$ cat config.mk
export PLATFORM = sky130hd
export DESIGN_NAME = ppc_port_ctrl
export DESIGN_NICKNAME = d
export VERILOG_FILES = /design/src/inc/ppc_pkg.sv /design/src/hw/ppc_pin_map.sv /design/src/hw/ppc_port_ctrl.sv
export SDC_FILE = /design/constraint.sdc
export NUM_CORES = 1
export LEC_CHECK = 0
export CELL_PAD_IN_SITES_DETAIL_PLACEMENT = 1
export CELL_PAD_IN_SITES_GLOBAL_PLACEMENT = 2
export CORE_ASPECT_RATIO = 1.4
export CORE_MARGIN = 10
export CORE_UTILIZATION = 42
export CTS_CLUSTER_DIAMETER = 30
export CTS_CLUSTER_SIZE = 8
export DETAILED_ROUTE_END_ITERATION = 8
export DONT_BUFFER_PORTS = 1
export PLACE_DENSITY_LB_ADDON = 0.15
export SYNTH_ARGS = -nofsm -noshare
export SYNTH_HDL_FRONTEND = slang
export SYNTH_SLANG_ARGS = --single-unit
$ cat constraint.sdc
create_clock -name pclk -period 2.6 [get_ports pclk]
set_input_delay 0.52 -clock pclk [delete_from_list [all_inputs] [get_ports pclk]]
set_output_delay 0.52 -clock pclk [all_outputs]
set_load 0.01 [all_outputs]
$ cat src/inc/ppc_pkg.sv
/*
 * Constants for the parallel port control register block: register map,
 * field positions, masks, reset values and pin-mapping enumerations.
 * Assumes a 32-bit APB register bus with byte addresses on paddr.
 */
package ppc_pkg;

    localparam int ADDR_W = 8;

    // Register bases; each base except status owns four words: plain, clear, set, invert
    localparam logic [7:0] OFS_CTRL = 8'h00;
    localparam logic [7:0] OFS_DOUT = 8'h10;
    localparam logic [7:0] OFS_DIN = 8'h20;
    localparam logic [7:0] OFS_PINS = 8'h30;
    localparam logic [7:0] OFS_STAT = 8'h40;

    // Word offsets of the aliases above each base
    localparam logic [7:0] OFS_CLR = 8'h04;
    localparam logic [7:0] OFS_SET = 8'h08;
    localparam logic [7:0] OFS_INV = 8'h0C;

    // Control register fields
    localparam int BIT_ON = 15;
    localparam int BIT_IDLE_STOP = 13;
    localparam int MUX_HI = 12;
    localparam int MUX_LO = 11;
    localparam int BIT_TTL = 10;
    localparam int BIT_WR_PIN_EN = 9;
    localparam int BIT_RD_PIN_EN = 8;
    localparam int CSF_HI = 7;
    localparam int CSF_LO = 6;
    localparam int BIT_LATCH_POL = 5;
    localparam int BIT_SEL_B_POL = 4;
    localparam int BIT_SEL_A_POL = 3;
    localparam int BIT_WR_POL = 1;
    localparam int BIT_RD_POL = 0;

    // Status register fields that software may clear by writing zero
    localparam int BIT_IN_OVERFLOW = 14;
    localparam int BIT_OUT_UNDERFLOW = 6;

    // Implemented bits of each register
    localparam logic [31:0] CTRL_MASK = 32'h0000BFFB;
    localparam logic [31:0] PINS_MASK = 32'h0000FFFF;
    localparam logic [31:0] DATA_MASK = 32'hFFFFFFFF;
    localparam logic [31:0] STAT_MASK = 32'h0000CFCF;
    localparam logic [31:0] STAT_STICKY = 32'h00004040;

    // Reset values
    localparam logic [31:0] CTRL_RST = 32'h00000000;
    localparam logic [31:0] PINS_RST = 32'h00000000;
    localparam logic [31:0] DATA_RST = 32'h00000000;
    localparam logic [31:0] STAT_RST = 32'h0000008F;

    typedef enum logic [1:0] {
        PPC_MUX_SEPARATE = 2'h0,
        PPC_MUX_LOW_BYTE = 2'h1,
        PPC_MUX_ALL_ON_8 = 2'h2,
        PPC_MUX_ALL_ON_16 = 2'h3
    } ppc_mux_e;

    typedef enum logic [1:0] {
        PPC_CSF_BOTH_ADDR = 2'h0,
        PPC_CSF_B_SELECT = 2'h1,
        PPC_CSF_BOTH_SELECT = 2'h2,
        PPC_CSF_RESERVED = 2'h3
    } ppc_csf_e;

    typedef enum logic [1:0] {
        PPC_ALIAS_PLAIN = 2'h0,
        PPC_ALIAS_CLR = 2'h1,
        PPC_ALIAS_SET = 2'h2,
        PPC_ALIAS_INV = 2'h3
    } ppc_alias_e;

endpackage

$ cat src/hw/ppc_pin_map.sv
/*
 * Pin function mapper: turns control settings and engine activity into
 * next pin levels and active-low output enables.
 * Assumes all inputs are on pclk; the caller registers the results.
 */
`timescale 1ns/1ps
`default_nettype none

module ppc_pin_map
(
    // Control settings
    input wire logic enable,
    input wire logic [1:0] mux_sel,
    input wire logic [1:0] chip_select_function,
    input wire logic latch_pol,
    input wire logic sel_a_pol,
    input wire logic sel_b_pol,
    input wire logic wr_pol,
    input wire logic rd_pol,
    input wire logic wr_pin_en,
    input wire logic rd_pin_en,
    input wire logic [15:0] pins,
    // Engine activity
    input wire logic [15:0] ext_addr,
    input wire logic sel_a_act,
    input wire logic sel_b_act,
    input wire logic latch_lo_act,
    input wire logic latch_hi_act,
    input wire logic wr_act,
    input wire logic rd_act,
    // Next pin values
    output logic [15:0] next_addr,
    output logic [15:0] next_addr_oe_n,
    output logic [1:0] next_latch,
    output logic [1:0] next_latch_oe_n,
    output logic next_wr,
    output logic next_wr_oe_n,
    output logic next_rd,
    output logic next_rd_oe_n
);

    logic b_is_select;
    logic a_is_select;
    logic muxed;

    // Reserved chip-select code behaves as plain address lines
    assign b_is_select = (chip_select_function == ppc_pkg::PPC_CSF_B_SELECT)
                      || (chip_select_function == ppc_pkg::PPC_CSF_BOTH_SELECT);
    assign a_is_select = (chip_select_function == ppc_pkg::PPC_CSF_BOTH_SELECT);
    assign muxed = (mux_sel != ppc_pkg::PPC_MUX_SEPARATE);

    genvar i;
    generate
        for (i = 0; i < 16; i = i + 1)
        begin : g_addr
            logic used;
            logic value;
            always_comb
            begin
                used = 1'b1;
                value = ext_addr[i];
                if (i < 8)
                begin
                    used = !muxed;
                end
                else if (mux_sel[1])
                begin
                    used = 1'b0;
                end
                if (i == 15 && b_is_select)
                begin
                    used = 1'b1;
                    value = sel_b_act ~^ sel_b_pol;
                end
                if (i == 14 && a_is_select)
                begin
                    used = 1'b1;
                    value = sel_a_act ~^ sel_a_pol;
                end
            end
            assign next_addr[i] = value;
            assign next_addr_oe_n[i] = !(enable && pins[i] && used);
        end
    endgenerate

    // latch strobes only in multiplexed modes
    assign next_latch = {latch_hi_act ~^ latch_pol, latch_lo_act ~^ latch_pol};
    assign next_latch_oe_n = {2{!(enable && muxed)}};

    assign next_wr = wr_act ~^ wr_pol;
    assign next_wr_oe_n = !(enable && wr_pin_en);
    assign next_rd = rd_act ~^ rd_pol;
    assign next_rd_oe_n = !(enable && rd_pin_en);

endmodule

`default_nettype wire

$ cat src/hw/ppc_port_ctrl.sv
/*
 * Control and status register set of an 8/16-bit parallel port, with
 * clear/set/invert aliases, pin function mapping and enable sequencing.
 * Assumes an APB master on pclk and a transfer engine on pclk that
 * drives the activity inputs and consumes the run level and the abort/reset pulses.
 */
// The placing of the registers and the APB register port were chosen for this implementation.
// What this block does
// - Clear alias four bytes above each register except status clears written one bits
// - Set alias eight bytes above each register except status sets written one bits
// - Invert alias twelve bytes above each register except status toggles written one bits
// - Unimplemented bits, control upper half included, read zero, writes ignored
// - Control bit 15 enables the port; cleared means no external access
// - Control bit 13 halts operation while the device idles
// - Two-bit multiplex field chooses where address bits appear
// - Control bit 9 enables the write/enable strobe pin
// - Control bit 8 enables the read/read-write strobe pin
// - Chip-select function field picks address or select use of pins
// - Control bit 5 sets both address latch strobe polarities
// - Control bit 4 sets second chip-select polarity
// - Select and latch settings do nothing on pins used as address
// - Control bit 3 sets first chip-select polarity
// - Control bits 1 and 0 set write and read strobe polarity
// - Clearing enable aborts transfers, clears busy, releases pins, keeps data
// - Setting enable resets buffer logic and the buffer status register
`timescale 1ns/1ps
`default_nettype none

module ppc_port_ctrl
(
    // Clock and reset
    input wire logic pclk,
    input wire logic presetn,
    // APB slave
    input wire logic psel,
    input wire logic penable,
    input wire logic pwrite,
    input wire logic [ppc_pkg::ADDR_W-1:0] paddr,
    input wire logic [31:0] pwdata,
    input wire logic [3:0] pstrb,
    output logic [31:0] prdata,
    output logic pready,
    output logic pslverr,
    // Device power state
    input wire logic idle_req,
    // Transfer engine side
    input wire logic [15:0] ext_addr,
    input wire logic sel_a_act,
    input wire logic sel_b_act,
    input wire logic latch_lo_act,
    input wire logic latch_hi_act,
    input wire logic wr_act,
    input wire logic rd_act,
    input wire logic din_load,
    input wire logic [31:0] din_value,
    input wire logic [15:0] stat_set,
    input wire logic [15:0] stat_clr,
    output logic engine_run,
    output logic xfer_abort,
    output logic buffer_reset,
    output logic input_level_ttl,
    output logic [31:0] dout_word,
    output logic [31:0] din_word,
    // External pins
    output logic [15:0] bus_address_pins,
    output logic [15:0] bus_address_pins_oe_n,
    output logic addr_latch_low,
    output logic addr_latch_low_oe_n,
    output logic addr_latch_high,
    output logic addr_latch_high_oe_n,
    output logic write_strobe,
    output logic write_strobe_oe_n,
    output logic read_strobe,
    output logic read_strobe_oe_n
);

    logic [31:0] port_control;
    logic [31:0] pin_allocation;
    logic [31:0] slave_output_data;
    logic [31:0] slave_buffer_status;
    logic enable_prev;
    logic setup;
    logic wr_fire;
    logic [7:0] base;
    logic [1:0] kind;
    logic mapped;
    logic [31:0] wmask;
    logic en_rise;
    logic en_fall;
    logic run;
    logic [31:0] read_value;
    logic [15:0] next_addr;
    logic [15:0] next_addr_oe_n;
    logic [1:0] next_latch;
    logic [1:0] next_latch_oe_n;
    logic next_wr;
    logic next_wr_oe_n;
    logic next_rd;
    logic next_rd_oe_n;

    // Applies one plain or alias write to a register through its masks
    function automatic logic [31:0] ppc_apply(input logic [31:0] old,
                                              input logic [31:0] wd,
                                              input logic [1:0] how,
                                              input logic [31:0] m);
        logic [31:0] bits;
        bits = wd & m;
        case (how)
            ppc_pkg::PPC_ALIAS_PLAIN: ppc_apply = (old & ~m) | bits;
            ppc_pkg::PPC_ALIAS_CLR: ppc_apply = old & ~bits;
            ppc_pkg::PPC_ALIAS_SET: ppc_apply = old | bits;
            ppc_pkg::PPC_ALIAS_INV: ppc_apply = old ^ bits;
            default: ppc_apply = old;
        endcase
    endfunction

    assign setup = psel && !penable;
    assign wr_fire = psel && penable && pready && pwrite && !pslverr;
    assign base = {paddr[7:4], 4'h0};
    assign kind = paddr[3:2];
    assign wmask = {{8{pstrb[3]}}, {8{pstrb[2]}}, {8{pstrb[1]}}, {8{pstrb[0]}}};
    assign en_rise = port_control[ppc_pkg::BIT_ON] && !enable_prev;
    assign en_fall = !port_control[ppc_pkg::BIT_ON] && enable_prev;
    assign run = port_control[ppc_pkg::BIT_ON]
              && !(port_control[ppc_pkg::BIT_IDLE_STOP] && idle_req);

    // Status has no aliases; misaligned and other bases are errors
    always_comb
    begin
        mapped = 1'b0;
        read_value = 32'h00000000;
        if (paddr[1:0] == 2'h0)
        begin
            case (base)
                ppc_pkg::OFS_CTRL:
                begin
                    mapped = 1'b1;
                    read_value = port_control;
                end
                ppc_pkg::OFS_DOUT:
                begin
                    mapped = 1'b1;
                    read_value = slave_output_data;
                end
                ppc_pkg::OFS_DIN:
                begin
                    mapped = 1'b1;
                    read_value = din_word;
                end
                ppc_pkg::OFS_PINS:
                begin
                    mapped = 1'b1;
                    read_value = pin_allocation;
                end
                ppc_pkg::OFS_STAT:
                begin
                    mapped = (kind == ppc_pkg::PPC_ALIAS_PLAIN);
                    read_value = slave_buffer_status;
                end
                default:
                begin
                    mapped = 1'b0;
                end
            endcase
            if (kind != ppc_pkg::PPC_ALIAS_PLAIN)
            begin
                read_value = 32'h00000000;
            end
        end
    end

    // No wait state: the answer is prepared in the setup cycle
    always_ff @(posedge pclk or negedge presetn)
    begin
        if (!presetn)
        begin
            pready <= 1'b0;
            pslverr <= 1'b0;
            prdata <= 32'h00000000;
        end
        else if (setup)
        begin
            pready <= 1'b1;
            pslverr <= !mapped;
            prdata <= pwrite ? 32'h00000000 : read_value;
        end
        else
        begin
            pready <= 1'b0;
            pslverr <= 1'b0;
            prdata <= 32'h00000000;
        end
    end

    always_ff @(posedge pclk or negedge presetn)
    begin
        if (!presetn)
        begin
            port_control <= ppc_pkg::CTRL_RST;
        end
        else if (wr_fire && base == ppc_pkg::OFS_CTRL)
        begin
            port_control <= ppc_apply(port_control, pwdata, kind,
                                      wmask & ppc_pkg::CTRL_MASK);
        end
    end

    always_ff @(posedge pclk or negedge presetn)
    begin
        if (!presetn)
        begin
            pin_allocation <= ppc_pkg::PINS_RST;
        end
        else if (wr_fire && base == ppc_pkg::OFS_PINS)
        begin
            pin_allocation <= ppc_apply(pin_allocation, pwdata, kind,
                                        wmask & ppc_pkg::PINS_MASK);
        end
    end

    always_ff @(posedge pclk or negedge presetn)
    begin
        if (!presetn)
        begin
            slave_output_data <= ppc_pkg::DATA_RST;
        end
        else if (wr_fire && base == ppc_pkg::OFS_DOUT)
        begin
            slave_output_data <= ppc_apply(slave_output_data, pwdata, kind,
                                           wmask & ppc_pkg::DATA_MASK);
        end
    end

    // Engine load beats a software write in the same cycle
    always_ff @(posedge pclk or negedge presetn)
    begin
        if (!presetn)
        begin
            din_word <= ppc_pkg::DATA_RST;
        end
        else if (din_load)
        begin
            din_word <= din_value;
        end
        else if (wr_fire && base == ppc_pkg::OFS_DIN)
        begin
            din_word <= ppc_apply(din_word, pwdata, kind,
                                  wmask & ppc_pkg::DATA_MASK);
        end
    end

    // enable rise restores status; set wins over clear otherwise
    always_ff @(posedge pclk or negedge presetn)
    begin
        if (!presetn)
        begin
            slave_buffer_status <= ppc_pkg::STAT_RST;
        end
        else if (en_rise)
        begin
            slave_buffer_status <= ppc_pkg::STAT_RST;
        end
        else
        begin
            slave_buffer_status <= ((slave_buffer_status
                & ~{16'h0000, stat_clr}
                & ~((wr_fire && base == ppc_pkg::OFS_STAT)
                    ? (ppc_pkg::STAT_STICKY & wmask & ~pwdata) : 32'h00000000))
                | {16'h0000, stat_set}) & ppc_pkg::STAT_MASK;
        end
    end

    // enable edge pulses, run level, TTL select and output word registered for the engine
    always_ff @(posedge pclk or negedge presetn)
    begin
        if (!presetn)
        begin
            enable_prev <= 1'b0;
            xfer_abort <= 1'b0;
            buffer_reset <= 1'b0;
            engine_run <= 1'b0;
            input_level_ttl <= 1'b0;
            dout_word <= ppc_pkg::DATA_RST;
        end
        else
        begin
            enable_prev <= port_control[ppc_pkg::BIT_ON];
            xfer_abort <= en_fall;
            buffer_reset <= en_rise;
            engine_run <= run;
            input_level_ttl <= port_control[ppc_pkg::BIT_TTL];
            dout_word <= slave_output_data;
        end
    end

    ppc_pin_map u_pin_map
    (
        .enable(port_control[ppc_pkg::BIT_ON]),
        .mux_sel(port_control[ppc_pkg::MUX_HI:ppc_pkg::MUX_LO]),
        .chip_select_function(port_control[ppc_pkg::CSF_HI:ppc_pkg::CSF_LO]),
        .latch_pol(port_control[ppc_pkg::BIT_LATCH_POL]),
        .sel_a_pol(port_control[ppc_pkg::BIT_SEL_A_POL]),
        .sel_b_pol(port_control[ppc_pkg::BIT_SEL_B_POL]),
        .wr_pol(port_control[ppc_pkg::BIT_WR_POL]),
        .rd_pol(port_control[ppc_pkg::BIT_RD_POL]),
        .wr_pin_en(port_control[ppc_pkg::BIT_WR_PIN_EN]),
        .rd_pin_en(port_control[ppc_pkg::BIT_RD_PIN_EN]),
        .pins(pin_allocation[15:0]),
        .ext_addr(ext_addr),
        .sel_a_act(sel_a_act && run),
        .sel_b_act(sel_b_act && run),
        .latch_lo_act(latch_lo_act && run),
        .latch_hi_act(latch_hi_act && run),
        .wr_act(wr_act && run),
        .rd_act(rd_act && run),
        .next_addr(next_addr),
        .next_addr_oe_n(next_addr_oe_n),
        .next_latch(next_latch),
        .next_latch_oe_n(next_latch_oe_n),
        .next_wr(next_wr),
        .next_wr_oe_n(next_wr_oe_n),
        .next_rd(next_rd),
        .next_rd_oe_n(next_rd_oe_n)
    );

    always_ff @(posedge pclk or negedge presetn)
    begin
        if (!presetn)
        begin
            bus_address_pins <= 16'h0000;
            bus_address_pins_oe_n <= 16'hFFFF;
            addr_latch_low <= 1'b0;
            addr_latch_low_oe_n <= 1'b1;
            addr_latch_high <= 1'b0;
            addr_latch_high_oe_n <= 1'b1;
            write_strobe <= 1'b0;
            write_strobe_oe_n <= 1'b1;
            read_strobe <= 1'b0;
            read_strobe_oe_n <= 1'b1;
        end
        else
        begin
            bus_address_pins <= next_addr;
            bus_address_pins_oe_n <= next_addr_oe_n;
            addr_latch_low <= next_latch[0];
            addr_latch_low_oe_n <= next_latch_oe_n[0];
            addr_latch_high <= next_latch[1];
            addr_latch_high_oe_n <= next_latch_oe_n[1];
            write_strobe <= next_wr;
            write_strobe_oe_n <= next_wr_oe_n;
            read_strobe <= next_rd;
            read_strobe_oe_n <= next_rd_oe_n;
        end
    end

    a_clr_alias_bits: assert property (@(posedge pclk) disable iff (!presetn)
        (wr_fire && paddr == (ppc_pkg::OFS_CTRL | ppc_pkg::OFS_CLR))
        |=> ((port_control & $past(pwdata) & $past(wmask) & ppc_pkg::CTRL_MASK) == 32'h0))
        else $error("clear alias left a bit set");

    a_set_alias_bits: assert property (@(posedge pclk) disable iff (!presetn)
        (wr_fire && paddr == (ppc_pkg::OFS_PINS | ppc_pkg::OFS_SET))
        |=> ((pin_allocation & $past(pwdata & wmask) & ppc_pkg::PINS_MASK)
             == ($past(pwdata & wmask) & ppc_pkg::PINS_MASK)))
        else $error("set alias missed a bit");

    a_inv_alias_bits: assert property (@(posedge pclk) disable iff (!presetn)
        (wr_fire && paddr == (ppc_pkg::OFS_DOUT | ppc_pkg::OFS_INV))
        |=> (slave_output_data == ($past(slave_output_data) ^ $past(pwdata & wmask))))
        else $error("invert alias result wrong");

    a_reserved_read_zero: assert property (@(posedge pclk) disable iff (!presetn)
        (setup && !pwrite && paddr == ppc_pkg::OFS_CTRL) |=> (prdata[31:16] == 16'h0000 && pready))
        else $error("reserved control bits read nonzero");

    a_disabled_no_drive: assert property (@(posedge pclk) disable iff (!presetn)
        !port_control[ppc_pkg::BIT_ON] |=> (&bus_address_pins_oe_n && write_strobe_oe_n
            && read_strobe_oe_n && addr_latch_low_oe_n))
        else $error("pins driven while disabled");

    a_idle_halts_run: assert property (@(posedge pclk) disable iff (!presetn)
        (port_control[ppc_pkg::BIT_IDLE_STOP] && idle_req) |=> !engine_run)
        else $error("engine runs in idle with stop set");

    a_mux16_addr_free: assert property (@(posedge pclk) disable iff (!presetn)
        (port_control[ppc_pkg::MUX_HI:ppc_pkg::MUX_LO] == ppc_pkg::PPC_MUX_ALL_ON_16)
        |=> (&bus_address_pins_oe_n[13:0]))
        else $error("address pins driven with all address on data");

    a_wr_pin_off: assert property (@(posedge pclk) disable iff (!presetn)
        !port_control[ppc_pkg::BIT_WR_PIN_EN] |=> write_strobe_oe_n)
        else $error("write strobe driven while its pin is off");

    a_csf_addr_line: assert property (@(posedge pclk) disable iff (!presetn)
        (port_control[ppc_pkg::CSF_HI:ppc_pkg::CSF_LO] == ppc_pkg::PPC_CSF_BOTH_ADDR)
        |=> (bus_address_pins[15:14] == $past(ext_addr[15:14])))
        else $error("select setting touched an address line");

    a_disable_aborts: assert property (@(posedge pclk) disable iff (!presetn)
        $fell(port_control[ppc_pkg::BIT_ON]) |-> ##1 xfer_abort ##1 !xfer_abort)
        else $error("no single abort pulse on disable");

    a_enable_resets_buf: assert property (@(posedge pclk) disable iff (!presetn)
        $rose(port_control[ppc_pkg::BIT_ON])
        |=> (buffer_reset && slave_buffer_status == ppc_pkg::STAT_RST))
        else $error("enable did not reset buffer status");

endmodule

`default_nettype wire

# == Word-level counts from Yosys, hierarchy flattened ==
# Cells that the tools add are included.
# word_totals
ff_bits,254
output_inout_bits,142
inputBits,137
# classes
n_mux,22
n_reduce_logical,89
bitwise_logic,42
n_eq_ne,9
# ops
operator,n
one-hot mux 32 bit (4 select lines),4
bitwise AND 32 bit,9
OR 32 bit,8
2-to-1 mux 32 bit,6
one-hot mux 32 bit (5 select lines),1
NOT 32 bit,4
XOR 32 bit,4
bitwise AND 32 x 16 -> 32 bit,2
NOT 16 -> 32 bit,2
logical AND 1 bit,55
NOT 16 bit,3
bitwise AND 16 bit,2
2-to-1 mux 16 bit,2
logical NOT 1 bit,26
bitwise AND 15 x 16 -> 16 bit,1
OR 16 bit,1
equality test 4 x 2 -> 1 bit (second input constant),2
logical NOT 8 bit,1
2-to-1 mux 1 bit,8
equality test 2 bit (second input constant),3
nonzero test 2 bit,3
XNOR 1 bit,6
equality test 2 x 1 -> 1 bit (second input constant),2
equality test 4 x 1 -> 1 bit (second input constant),1
other kinds (5),6

# == Logic depth before layout (Yosys ltp) ==
# Gate-level depths: netlist of run 1.
# logic_depth
word_depth,10
depth_mapped,8
mapped_depth_nobuf,6

# == Hierarchy ==
# A second synthesis of run 1 with hierarchy kept.
# unflattened
hier_cells,1048
area_unflattened_um2,10954.3
# modules_own_cells
mod,cells_per_inst,area_each_um2,instances
ppc_port_ctrl,997,10627.7,1
ppc_pin_map,51,326.6,1

# == Least setup slack after synthesis of run 1 ==
# OpenSTA, ideal clock, no wires.
# synth_path
path_type,in2reg
from,input port pstrb[0]
to,register din_word[6]
t_arrival_ps,2134
setup_slack_ps,399
cell_stages,8
cell_sequence,clkbuf_1 > clkbuf_1 > nand2_1 > ha_1 > nand2_1 > o21ai_0 > a2111oi_0 > a221o_1
# synth_via
elab_chain_len,6
word_cells_on_any_way,11
# synth_lines
item,line_no,text
start: declaration,ppc_port_ctrl.sv:40,"input wire logic [3:0] pstrb,"
bitwise AND 32 bit / NOT 32 bit (equally long branches),"ppc_port_ctrl.sv:107, ppc_port_ctrl.sv:109",
NOT 32 bit / bitwise AND 32 bit (equally long branches),"ppc_port_ctrl.sv:110, ppc_port_ctrl.sv:109",
bitwise AND 32 bit / OR 32 bit (equally long branches),"ppc_port_ctrl.sv:110, ppc_port_ctrl.sv:109",
one-hot mux 32 bit (4 select lines) *,ppc_port_ctrl.sv:108,case (how)
2-to-1 mux 32 bit *,ppc_port_ctrl.sv:245,else if (wr_fire && base == ppc_pkg::OFS_DIN)
2-to-1 mux 32 bit *,ppc_port_ctrl.sv:241,else if (din_load)
end signal: assignment,ppc_port_ctrl.sv:239,din_word <= ppc_pkg::DATA_RST;
end signal: assignment,ppc_port_ctrl.sv:243,din_word <= din_value;
end signal: assignment,ppc_port_ctrl.sv:247,"din_word <= ppc_apply(din_word, pwdata, kind,"
end: declaration,ppc_port_ctrl.sv:63,"output logic [31:0] din_word,"
# Every way passes the cells marked *; elsewhere a longest branch is shown, timed or not. The select of a mux whose other input is x is not followed.
# A chain may end at the register's enable or synchronous reset.

# == Worst setup path after layout of run 1 ==
# layout_path
from,register pslverr
to,register slave_output_data[17]
# layout_via
elab_chain_len,3
# layout_lines
item,line_no,text
start: declaration,ppc_port_ctrl.sv:43,"output logic pslverr,"
start signal: assignment,ppc_port_ctrl.sv:184,pslverr <= !mapped;
logical NOT 1 bit,ppc_port_ctrl.sv:118,assign wr_fire = psel && penable && pready && pwrite && !pslverr;
logical AND 1 bit,ppc_port_ctrl.sv:118,
logical AND 1 bit,ppc_port_ctrl.sv:227,else if (wr_fire && base == ppc_pkg::OFS_DOUT)
end signal: assignment,ppc_port_ctrl.sv:225,slave_output_data <= ppc_pkg::DATA_RST;
end signal: assignment,ppc_port_ctrl.sv:229,"slave_output_data <= ppc_apply(slave_output_data, pwdata, kind,"
end: declaration,ppc_port_ctrl.sv:79,logic [31:0] slave_output_data;
# No other way between the ends.

==> metrics.txt, run 1 <==
status=finished, violations left; failing checks=negative hold slack; Critical Path RT=3010 ps; share of the synthesized area in the top cell type=43.6%; Clock Sinks=216; via/cell ratio=6.17; synth warn=0; core footprint=26000 µm²; cells after synthesis=1097; first-pass GRT wire length=58800 µm; unique cell type count in the Yosys netlist=49; gr ovfl total=0; Area Overhead vs Synth=15.7%; Worst R2R Start=pslverr; placed wire-length estimate=25600 µm; post-CTS resize count=0; Post-Route Setup TNS=0 ps; Tmin final=2060 ps; slew margin rel.=28.8%; most common cell after layout, fill and taps aside=dfrtp_1; vias post-DR=8898; Avg Cell Area, Syn=10.0 µm²; flops & latches, synth=216; Peak supply drop=0.397 mV; sequential area share after synthesis=49.3%; CTS Hold Buffers Added=3; non-filler cells, final=1441; area of the die=33200 µm²; Pre-Repair DR Iteration Count=5; RSZ-0062 raised after global routing=false; design area=12700 µm²; DR WL/cell=26.9 µm; NetSw=0.00227 W; Post-Route WL=38800 µm; Worst Path Max Fanout=8; Pleak=5.70 nW; Worst R2R Path Depth=4; root buf cell=clkbuf_16; Reg2Reg Capture Point=slave_output_data[17]; path type of the worst setup path=register to register; hold slack final=-315 ps; TritonCTS clock tree=built; post-route ant nets=0; crit end category=register; R2R Setup Slk=540 ps; layout cells sized above 1=11.6%; Cell Rows=70; Post-Place Cells=1362; die height=212 µm; Worst Skew=12.5 ps; initial antenna violation count=1; DR DRC count=0; routability congestion estimate=0.786; Pwr per Cell Area=748 nW/µm²; Final Hold Vio Count=216; Synth Flop Type=dfrtp_1; crit path DAT=2470 ps; Setup Fix Bufs, Post-CTS=0; DRT iter0 DRCs=474; Startpoint Class=register; number of global-route vias before repair=9561; nets@finish=1317; DP Area=11400 µm²; Sw Ratio=23.9%; Post-synth EDFFs=0; Max-Cap Viols=0; Worst Tran Pin Value=1070 ps; Flop pwr share=38.9%; Logic pwr share=6.4%; Final Power=0.00953 W; part of the power in the clock network=54.7%; worst min path class=primary input to asynchronous set/reset pin; CTS Buffer Depth=3; starting density of the core=42.4%; Synth Cell Area=11000 µm²; Pint=0.00726 W; Final Max Slew Viols=0; top cells by area, synth=dfrtp_1 (44%), ha_1 (11%), a21oi_1 (5.8%); Period Utilization, post-route=79.3%; Ports=279; final setup violation count=0; Syn Nets=1329; Worst-path clk slew=50 ps; PortBufs=0; GRT Overall Usage=22.9%; area leader, netlist=dfrtp_1; number of buffers created by CTS=42; FMAX=485 MHz; Post-synth ARST share=100%; CTS H-tree lvls=2; Clock Latency Late Sink=540 ps; die width=157 µm; most frequent cells in the layout=dfrtp_1 (192), nand2_1 (146), a21oi_1 (127); largest net degree at the start of global routing=217
registers in the layout, indices dropped and copies added (netlist names), 14 cells and up:
| name | flops |
|---|---|
| prdata | 32 |
| port_control | 14 |
| pin_allocation | 16 |
| bus_address_pins | 16 |
| slave_output_data | 32 |
| dout_word | 32 |
| din_word | 32 |
| bus_address_pins_oe_n | 16 |
metal layers:
metal,routed length (µm),part of all wire (%),GRT usage (%)
met1,15400,40,27.2
met2,19200,49,38.4
met3,3130,8.1,6.76
met4,1090,2.8,8.42
met5,0,0,0
worst max-delay path by stage:
stage	slack, ps	start	cells after the start	to
finish	540	pslverr	4	slave_output_data[17]
global route	460	pslverr	6	din_word[29]
CTS	430	pslverr	4	slave_output_data[17]
detailed placement	350	paddr[5]	4	slave_output_data[17]
global placement	390	paddr[5]	4	slave_output_data[19]
floorplan	400	pstrb[0]	8	din_word[6]
kinds of logic (layout without fill, tap and decap cells):
logic type      after synthesis  count (layout)  share of synthesized area [%]
flops                       216             216                           49.3
fa+ha+maj                    95              95                           10.8
simple gates                273             273                           11.0
buf+inv                     104             123                           3.61
mux                           1               1                          0.102
compound gates              402             402                           24.7
xor+xnor                      6               6                          0.477
other cells                   0               1                              0
cells in the mapped netlist (6+ instances only):
| cell type | n |
|---|---|
| a2111oi_0 | 13 |
| a211oi_1 | 8 |
| a21oi_1 | 127 |
| a222oi_1 | 16 |
| a22o_1 | 47 |
| a22oi_1 | 33 |
| a2bb2oi_1 | 7 |
| a311o_1 | 7 |
| a31oi_1 | 10 |
| and3b_1 | 7 |
| buf_1 | 7 |
| clkbuf_1 | 73 |
| dfrtp_1 | 192 |
| dfstp_2 | 24 |
| ha_1 | 95 |
| inv_1 | 20 |
| nand2_1 | 146 |
| nand2b_1 | 8 |
| nor2_1 | 73 |
| nor2b_1 | 10 |
| nor3_1 | 6 |
| o211a_1 | 7 |
| o21ai_0 | 72 |
| o2bb2ai_1 | 22 |
| o31ai_1 | 7 |
| or2_2 | 8 |
area by class of cell:
type | instances | area, µm²
Clock inverter | 16 | 176
Tap cell | 324 | 405
Multi-Input combinational cell | 777 | 5250
Timing Repair Buffer | 28 | 218
Antenna cell | 1 | 2.50
Inverter | 20 | 75.1
Clock buffer | 59 | 1190
Fill cell | 2830 | 13300
Sequential cell | 216 | 5440
worst max-delay path, cell delays in order (launching register included):
cell and delay [ps]:
dfrtp_1 410, and4b_1 310, and3_1 410, o21ai_1 440
a22o_1 370
power by group through the flow:
| stage | Combinational (W) | Sequential (W) | Clock [W] |
|---|---|---|---|
| global route | 0.000705 | 0.00373 | 0.00546 |
| global placement | 0.000570 | 0.00376 | 0 |
| CTS | 0.000615 | 0.00371 | 0.00530 |
| finish | 0.000606 | 0.00371 | 0.00521 |
| floorplan | 0.000546 | 0.00369 | 0 |
| detailed placement | 0.000604 | 0.00376 | 0 |
metrics by stage:
stage / hold slack, ps / setup slack (ps) / util (%)
final: -315 / 539 / 49.0
after global routing: -329 / 456 / 49.0
after CTS: -326 / 427 / 49.0
after detailed placement: 231 / 351 / 43.6
after global placement: 231 / 388 / 43.6
after floorplan: 224 / 399 / -
Power figures use the tool's default switching activity.
==> run 2, diff against run 1 <==
--- a/config.mk
+++ b/config.mk
@@ -9,7 +9,7 @@
 export CELL_PAD_IN_SITES_GLOBAL_PLACEMENT = 2
 export CORE_ASPECT_RATIO = 1.4
 export CORE_MARGIN = 10
-export CORE_UTILIZATION = 42
+export CORE_UTILIZATION = 39
 export CTS_CLUSTER_DIAMETER = 30
 export CTS_CLUSTER_SIZE = 8
 export DETAILED_ROUTE_END_ITERATION = 8
==> constraint.sdc (replaced) <==
create_clock -name pclk -period 1.99 [get_ports pclk]
set_input_delay 0.398 -clock pclk [delete_from_list [all_inputs] [get_ports pclk]]
set_output_delay 0.398 -clock pclk [all_outputs]
set_load 0.01 [all_outputs]
==> metrics.txt, run 2 (synthesized netlist as in run 1, its figures left out) <==
status=finished, violations left; failing checks=negative hold slack; via/cell ratio=5.86 (-5.1%); nets@finish=1391 (+5.6%); most frequent cells in the layout=dfrtp_1 (192), nand2_1 (146), a21oi_1 (127); number of buffers created by CTS=47 (+12%); slew margin rel.=30.9% (+2.0 points); DR WL/cell=26.0 µm (-3.5%); Clock Sinks=216 (unchanged); Worst R2R Start=pslverr; CTS H-tree lvls=2 (unchanged); vias post-DR=9175 (+3.1%); Buf+Inv Stages, Crit Path=2 (+2); Max-Cap Viols=0 (unchanged); GRT Overall Usage=22.5% (-0.42 points); DR DRC count=0 (unchanged); number of global-route vias before repair=9912 (+3.7%); FMAX=543 MHz (+12%); die height=219 µm (+3.4%); Final Hold Vio Count=216 (unchanged); RSZ-0062 raised after global routing=false; Final Max Slew Viols=0 (unchanged); root buf cell=clkbuf_16; Post-Route Setup TNS=0 ps (unchanged); starting density of the core=39.7% (-2.6 points); Cell Rows=72 (+2.9%); Worst Skew=15.6 ps (+3.11 ps); TritonCTS clock tree=built; largest net degree at the start of global routing=217 (unchanged); gr ovfl total=0 (unchanged); Pwr per Cell Area=1010 nW/µm² (+35%); Final Power=0.0139 W (+46%); final setup violation count=0 (unchanged); most common cell after layout, fill and taps aside=dfrtp_1; post-route ant nets=0 (unchanged); Worst path max stage delay=390 ps (-50 ps); crit-path cells=and4b_2 > buf_12 > and3_1 > buf_4 > a21o_1 > o221ai_1; path type of the worst setup path=register to register; Area Overhead vs Synth=25.1%; routability congestion estimate=0.801 (+1.9%); Startpoint Class=register; area occupied by multi-input gates=5260 µm² (about the same); register area=5440 µm² (unchanged); Post-Place Cells=1429 (+4.9%); non-filler cells, final=1565 (+8.6%); initial antenna violation count=0 (-1); Critical Path RT=2390 ps (-620 ps); layout cells sized above 1=14.1% (+2.5 points); worst min path class=primary input to asynchronous set/reset pin; Clock Latency Late Sink=540 ps (about the same); Ports=279 (unchanged); crit path DAT=2240 ps (-230 ps); Pleak=6.15 nW (+7.9%); diode count=0 (-1); crit path from=pslverr; Pre-Repair DR Iteration Count=5 (unchanged); FILL cells=3038 (+7.3%); Peak supply drop=1.05 mV (+160%); Tmin final=1840 ps (-220 ps); CTS Hold Buffers Added=51 (+48); crit end category=register; CTS Buffer Depth=3 (unchanged); Post-Route WL=40700 µm (+4.8%); PortBufs=0 (unchanged); first-pass GRT wire length=62100 µm (+5.6%); area of the die=35500 µm² (+6.8%); slowest stage cell, crit path=and4b_2; DRT iter0 DRCs=475 (+0.21%); placed wire-length estimate=26400 µm (+3.2%); hold slack final=-447 ps (-131 ps); cell family with most CP delay=simple AND/OR/NAND/NOR gates; core footprint=27700 µm² (+6.7%); Worst-path clk slew=50 ps (about the same); critical path depth=6 (+2); die width=162 µm (+3.3%); Worst Tran Pin Value=1030 ps (-36.4 ps); Period Utilization, post-route=92.5% (+13 points); Worst R2R Path Depth=6 (+2); Worst Path Max Fanout=6 (-2); Setup Fix Bufs, Post-CTS=0 (unchanged)
run 2: changes by cell type in the layout (fill, tap and decap cells not counted), moves of 2 or more:
cell / before / now
a2111oi_1: 0 / 2
clkinvlp_4: 1 / 6
clkinv_2: 7 / 9
clkinv_4: 4 / 1
clkbuf_16: 43 / 49
buf_12: 0 / 4
bufinv_16: 3 / 7
buf_4: 25 / 43
a2111oi_0: 13 / 11
clkbuf_8: 5 / 7
dlygate4sd3_1: 3 / 50
clkbuf_1: 11 / 6
run 2: per-stage QoR:
stage                     util, %  cell area, µm²  worst slack (ps)  hold WS (ps)
after CTS                    49.7           13800              50.0          -463
after floorplan                 -           11000              21.3           102
after global routing         49.7           13800              8.13          -465
after global placement       41.8           11600              72.0           110
after detailed placement     41.8           11600              37.9           111
final                        49.7           13800               150          -447
run 2: layout make-up:
| type | count | area share, % |
|---|---|---|
| Sequential cell | 216 | 39.4 |
| Timing Repair Buffer | 97 | 6.55 |
| Clock inverter | 23 | 2.24 |
| Inverter | 20 | 0.545 |
| Multi-Input combinational cell | 777 | 38.1 |
| Clock buffer | 62 | 9.76 |
| Tap cell | 370 | 3.36 |
run 2: worst paths after layout:
path / endpoint / slack [ps]
max: din_word[2] / 150
min: buffer_reset / -450
max reg2reg: din_word[2] / 150
min reg2reg: dout_word[17] / 430
max in group asynchronous: bus_address_pins_oe_n[7] / 2090
min in group pclk: din_word[20] / 30
run 2: metal layers:
layer	wire length, µm	share of wire, %	global-route usage (%)
met5	0	0	0
met4	1080	2.6	7.69
met3	3060	7.5	6.88
met2	20400	50	38.6
met1	16100	40	26.2
run 2: report_power, final:
| part | internal (W) | total, W | switching [W] |
|---|---|---|---|
| Sequential | 0.00458 | 0.00483 | 0.000252 |
| Combinational | 0.000470 | 0.000936 | 0.000466 |
| Clock | 0.00561 | 0.00812 | 0.00251 |
run 2: worst register-to-register path: stages, from the launching register on:
cell and delay (ps):
dfrtp_1 380, and4b_2 390, buf_12 140, and3_1 260, buf_4 190, a21o_1 210, o221ai_1 130
run 2: timing repair:
item | 4_1_cts | 5_1_grt
resized for setup | 0 | 4
endpoints found under the setup margin | 0 | 19
hold endpoints to repair | 269 | 216
==> run 3, diff against run 2 <==
--- a/config.mk
+++ b/config.mk
@@ -5,11 +5,12 @@
 export SDC_FILE = /design/constraint.sdc
 export NUM_CORES = 1
 export LEC_CHECK = 0
+export ABC_AREA = 1
 export CELL_PAD_IN_SITES_DETAIL_PLACEMENT = 1
 export CELL_PAD_IN_SITES_GLOBAL_PLACEMENT = 2
 export CORE_ASPECT_RATIO = 1.4
 export CORE_MARGIN = 10
-export CORE_UTILIZATION = 39
+export CORE_UTILIZATION = 37
 export CTS_CLUSTER_DIAMETER = 30
 export CTS_CLUSTER_SIZE = 8
 export DETAILED_ROUTE_END_ITERATION = 8
==> metrics.txt, run 3 <==
Worst Skew=23.9 ps (+8.29 ps); layout cells sized above 1=13.7% (-0.33 points); placed wire-length estimate=30100 µm (+14%); final setup violation count=0 (unchanged); Ports=279 (unchanged); failing checks=negative hold slack; largest net degree at the start of global routing=217 (unchanged); Startpoint Class=register; Logic pwr share=7.3% (+0.6 points); area occupied by multi-input gates=5570 µm² (+6.0%); crit end category=register; critical path depth=8 (+2); area of the die=38900 µm² (+9.8%); DR DRC count=0 (unchanged); sequential area share after synthesis=46.8% (-2.5 points); Area Overhead vs Synth=22.4%; Pint=0.0106 W (-0.31%); Buf+Inv Stages, Crit Path=2 (unchanged); PortBufs=0 (unchanged); via/cell ratio=5.38 (-8.2%); Max-Cap Viols=0 (unchanged); CTS H-tree lvls=2 (unchanged); worst setup path end=slave_output_data[14]; hold slack final=-451 ps (-4.46 ps); RSZ-0062 raised after global routing=false; CTS Hold Buffers Added=34 (-33%); most common cell after layout, fill and taps aside=nand2_1; Most common cell on crit path=nand2_1; GRT Overall Usage=21.8% (-0.74 points); Synth Flop Type=dfrtp_1; Avg Cell Area, Syn=8.27 µm² (-18%); Worst R2R Path Depth=8 (+2); FMAX=570 MHz (+4.9%); Post-Route Setup TNS=0 ps (unchanged); DR WL/cell=22.8 µm (-12%); Pwr per Cell Area=990 nW/µm² (-1.7%); post-synthesis mux area share=0% (-0.10 points); first-pass GRT wire length=66200 µm (+6.5%); path type of the worst setup path=register to register; Worst R2R Start=pslverr; post-synthesis xor/xnor area fraction=0.302% (-0.17 points); part of the power in the clock network=58.2% (-0.3 points); worst min path class=primary input to asynchronous set/reset pin; initial antenna violation count=11 (+11); register area=5440 µm² (unchanged); status=finished, violations left; Cell Rows=76 (+5.6%); Pre-Repair DR Iteration Count=4 (-1); Post-synth ARST share=100% (unchanged); root buf cell=clkbuf_16; top cells by area, synth=dfrtp_1 (41%), nand2_1 (13%), ha_1 (10%); die height=230 µm (+4.9%); crit path DAT=2170 ps (-70 ps); Worst Path Max Fanout=9 (+3); Final Hold Vio Count=216 (unchanged); Critical Path RT=2410 ps (+20 ps); routability congestion estimate=0.813 (+1.6%); crit path from=pslverr; Worst path max stage delay=380 ps (about the same); Simple-Gate Fraction of Synth Area=28.2% (+17 points); Flop pwr share=34.5% (-0.3 points); unique cell type count in the Yosys netlist=27 (-45%); Final Max Slew Viols=0 (unchanged); metal3 WL=3120 µm (+1.8%); Tmin final=1750 ps (-86.6 ps); Worst-path clk slew=50 ps (about the same); Post-Route WL=42900 µm (+5.5%); die width=170 µm (+4.7%); Syn Nets=1635 (+23%); FILL cells=3581 (+18%); starting density of the core=37.5% (-2.2 points); number of buffers created by CTS=48 (+2.1%); Worst Tran Pin Value=927 ps (-103 ps); Clock Sinks=216 (unchanged); Compound-Gate Fraction of Synth Area=9.15% (-16 points); met2 wire len=21400 µm (+4.7%); M1 WL=17000 µm (+5.6%); nets@finish=1682 (+21%); uppermost layer routed=met5; area leader, netlist=dfrtp_1; Peak supply drop=0.655 mV (-38%); share of the synthesized area in the top cell type=41.4% (-2.2 points); DRT iter0 DRCs=501 (+5.5%); Pleak=6.79 nW (+10%); flops & latches, synth=216 (unchanged); Reg2Reg Capture Point=slave_output_data[14]; slew margin rel.=37.9% (+7.1 points); Synth Area in Adders=10.2% (-0.54 points); NetSw=0.00343 W (+6.2%); most frequent cells in the layout=nand2_1 (400), nand3_1 (208), dfrtp_1 (192); gr ovfl total=0 (unchanged); Period Utilization, post-route=88.1% (-4.4 points); Clock Latency Late Sink=550 ps (about the same); largest family of logic cells by synthesized area=simple AND/OR/NAND/NOR gates; cells after synthesis=1403 (+28%); TritonCTS clock tree=built; synth warn=0 (unchanged); CTS Buffer Depth=3 (unchanged); top-count cell post-synth=nand2_1; Post-synth EDFFs=0 (unchanged); slowest stage cell, crit path=dfrtp_1; crit-path cells=inv_1 > nand2_1 > nor2_2 > inv_1 > nor2_4 > nand2_1 > nand2_1 > nand2_1; post-route ant nets=0 (unchanged); synth cell count leaders=nand2_1 (401), nand3_1 (209), dfrtp_1 (192), ha_1 (95), o21ai_0 (77); core footprint=30900 µm² (+11%); cell family with most CP delay=simple AND/OR/NAND/NOR gates; vias post-DR=10.1k (+10%); R2R Setup Slk=240 ps (+90 ps); Synth Cell Area=11600 µm² (+5.3%); number of global-route vias before repair=10.9k (+10%); Sw Ratio=24.4% (+1.1 points)
==> run 3: changes by cell type after synthesis, moves of 32 or more <==
cell,change
clkbuf_1,-37
inv_1,+47
a22oi_1,-33
a22o_1,-47
or2_2,+32
a21oi_1,-76
o211ai_1,+32
nand3_1,+207
nand2_1,+255
==> run 3: power by group through the flow <==
stage	Combinational [W]	Clock [W]	Sequential, W
floorplan	0.000731	0	0.00482
global placement	0.000940	0	0.00492
detailed placement	0.000984	0	0.00492
CTS	0.00105	0.00831	0.00486
global route	0.00120	0.00853	0.00487
finish	0.00103	0.00818	0.00485
==> run 3: timing repair <==
action / CTS / global route
gates resized for setup: 0 / 0
endpoints found under the hold margin: 246 / 216
setup buffers: 0 / 0
==> run 3: worst min path at each step <==
stage                  from             endpoint  slack [ps]  cells past startpoint
floorplan           presetn      addr_latch_high         100                      0
global placement    presetn  bus_address_pins[9]         110                      0
detailed placement  presetn  bus_address_pins[9]         110                      0
CTS                 presetn    pin_allocation[9]        -470                      0
global route        presetn   pin_allocation[11]        -480                      0
finish              presetn  bus_address_pins[9]        -450                      0
==> run 3: per-layer routing <==
layer | track usage (%) | vias to the layer above
li1 | - | 4793
met1 | 24.9 | 4959
met2 | 37.3 | 270
met3 | 6.82 | 87
met4 | 7.86 | 12
met5 | 0 | -
==> run 3: cell type report <==
| type | count | share of cell area (%) |
|---|---|---|
| multi-input combinational | 1039 | 39.2 |
| sequential | 216 | 38.3 |
| clock buffer | 63 | 9.50 |
| timing repair buffer | 75 | 5.36 |
| tap | 390 | 3.44 |
| clock inverter | 23 | 2.27 |
| inverter | 70 | 1.86 |
| antenna | 5 | 0.0881 |
==> run 3: logic make-up after synthesis <==
logic type                 after synthesis
buffers and inverters                  148
adders and majority gates               95
DFF                                    216
and+or+nand+nor                        750
AOI/OAI and AO/OA                      190
xor gates and xnor gates                 4
==> run 3: stage by stage <==
stage          setup WS (ps)  cell area, µm²  utilization, %  total power [W]  cells
6_report                 236           14200            45.9           0.0141   1881
5_1_grt                 84.7           14200            45.9           0.0146   1878
4_1_cts                  198           14200            45.9           0.0142   1876
3_5_place_dp             163           12200            39.4          0.00591   1756
3_3_place_gp             205           12200            39.4          0.00586   1756
2_1_floorplan            200           11600               -          0.00555   1403
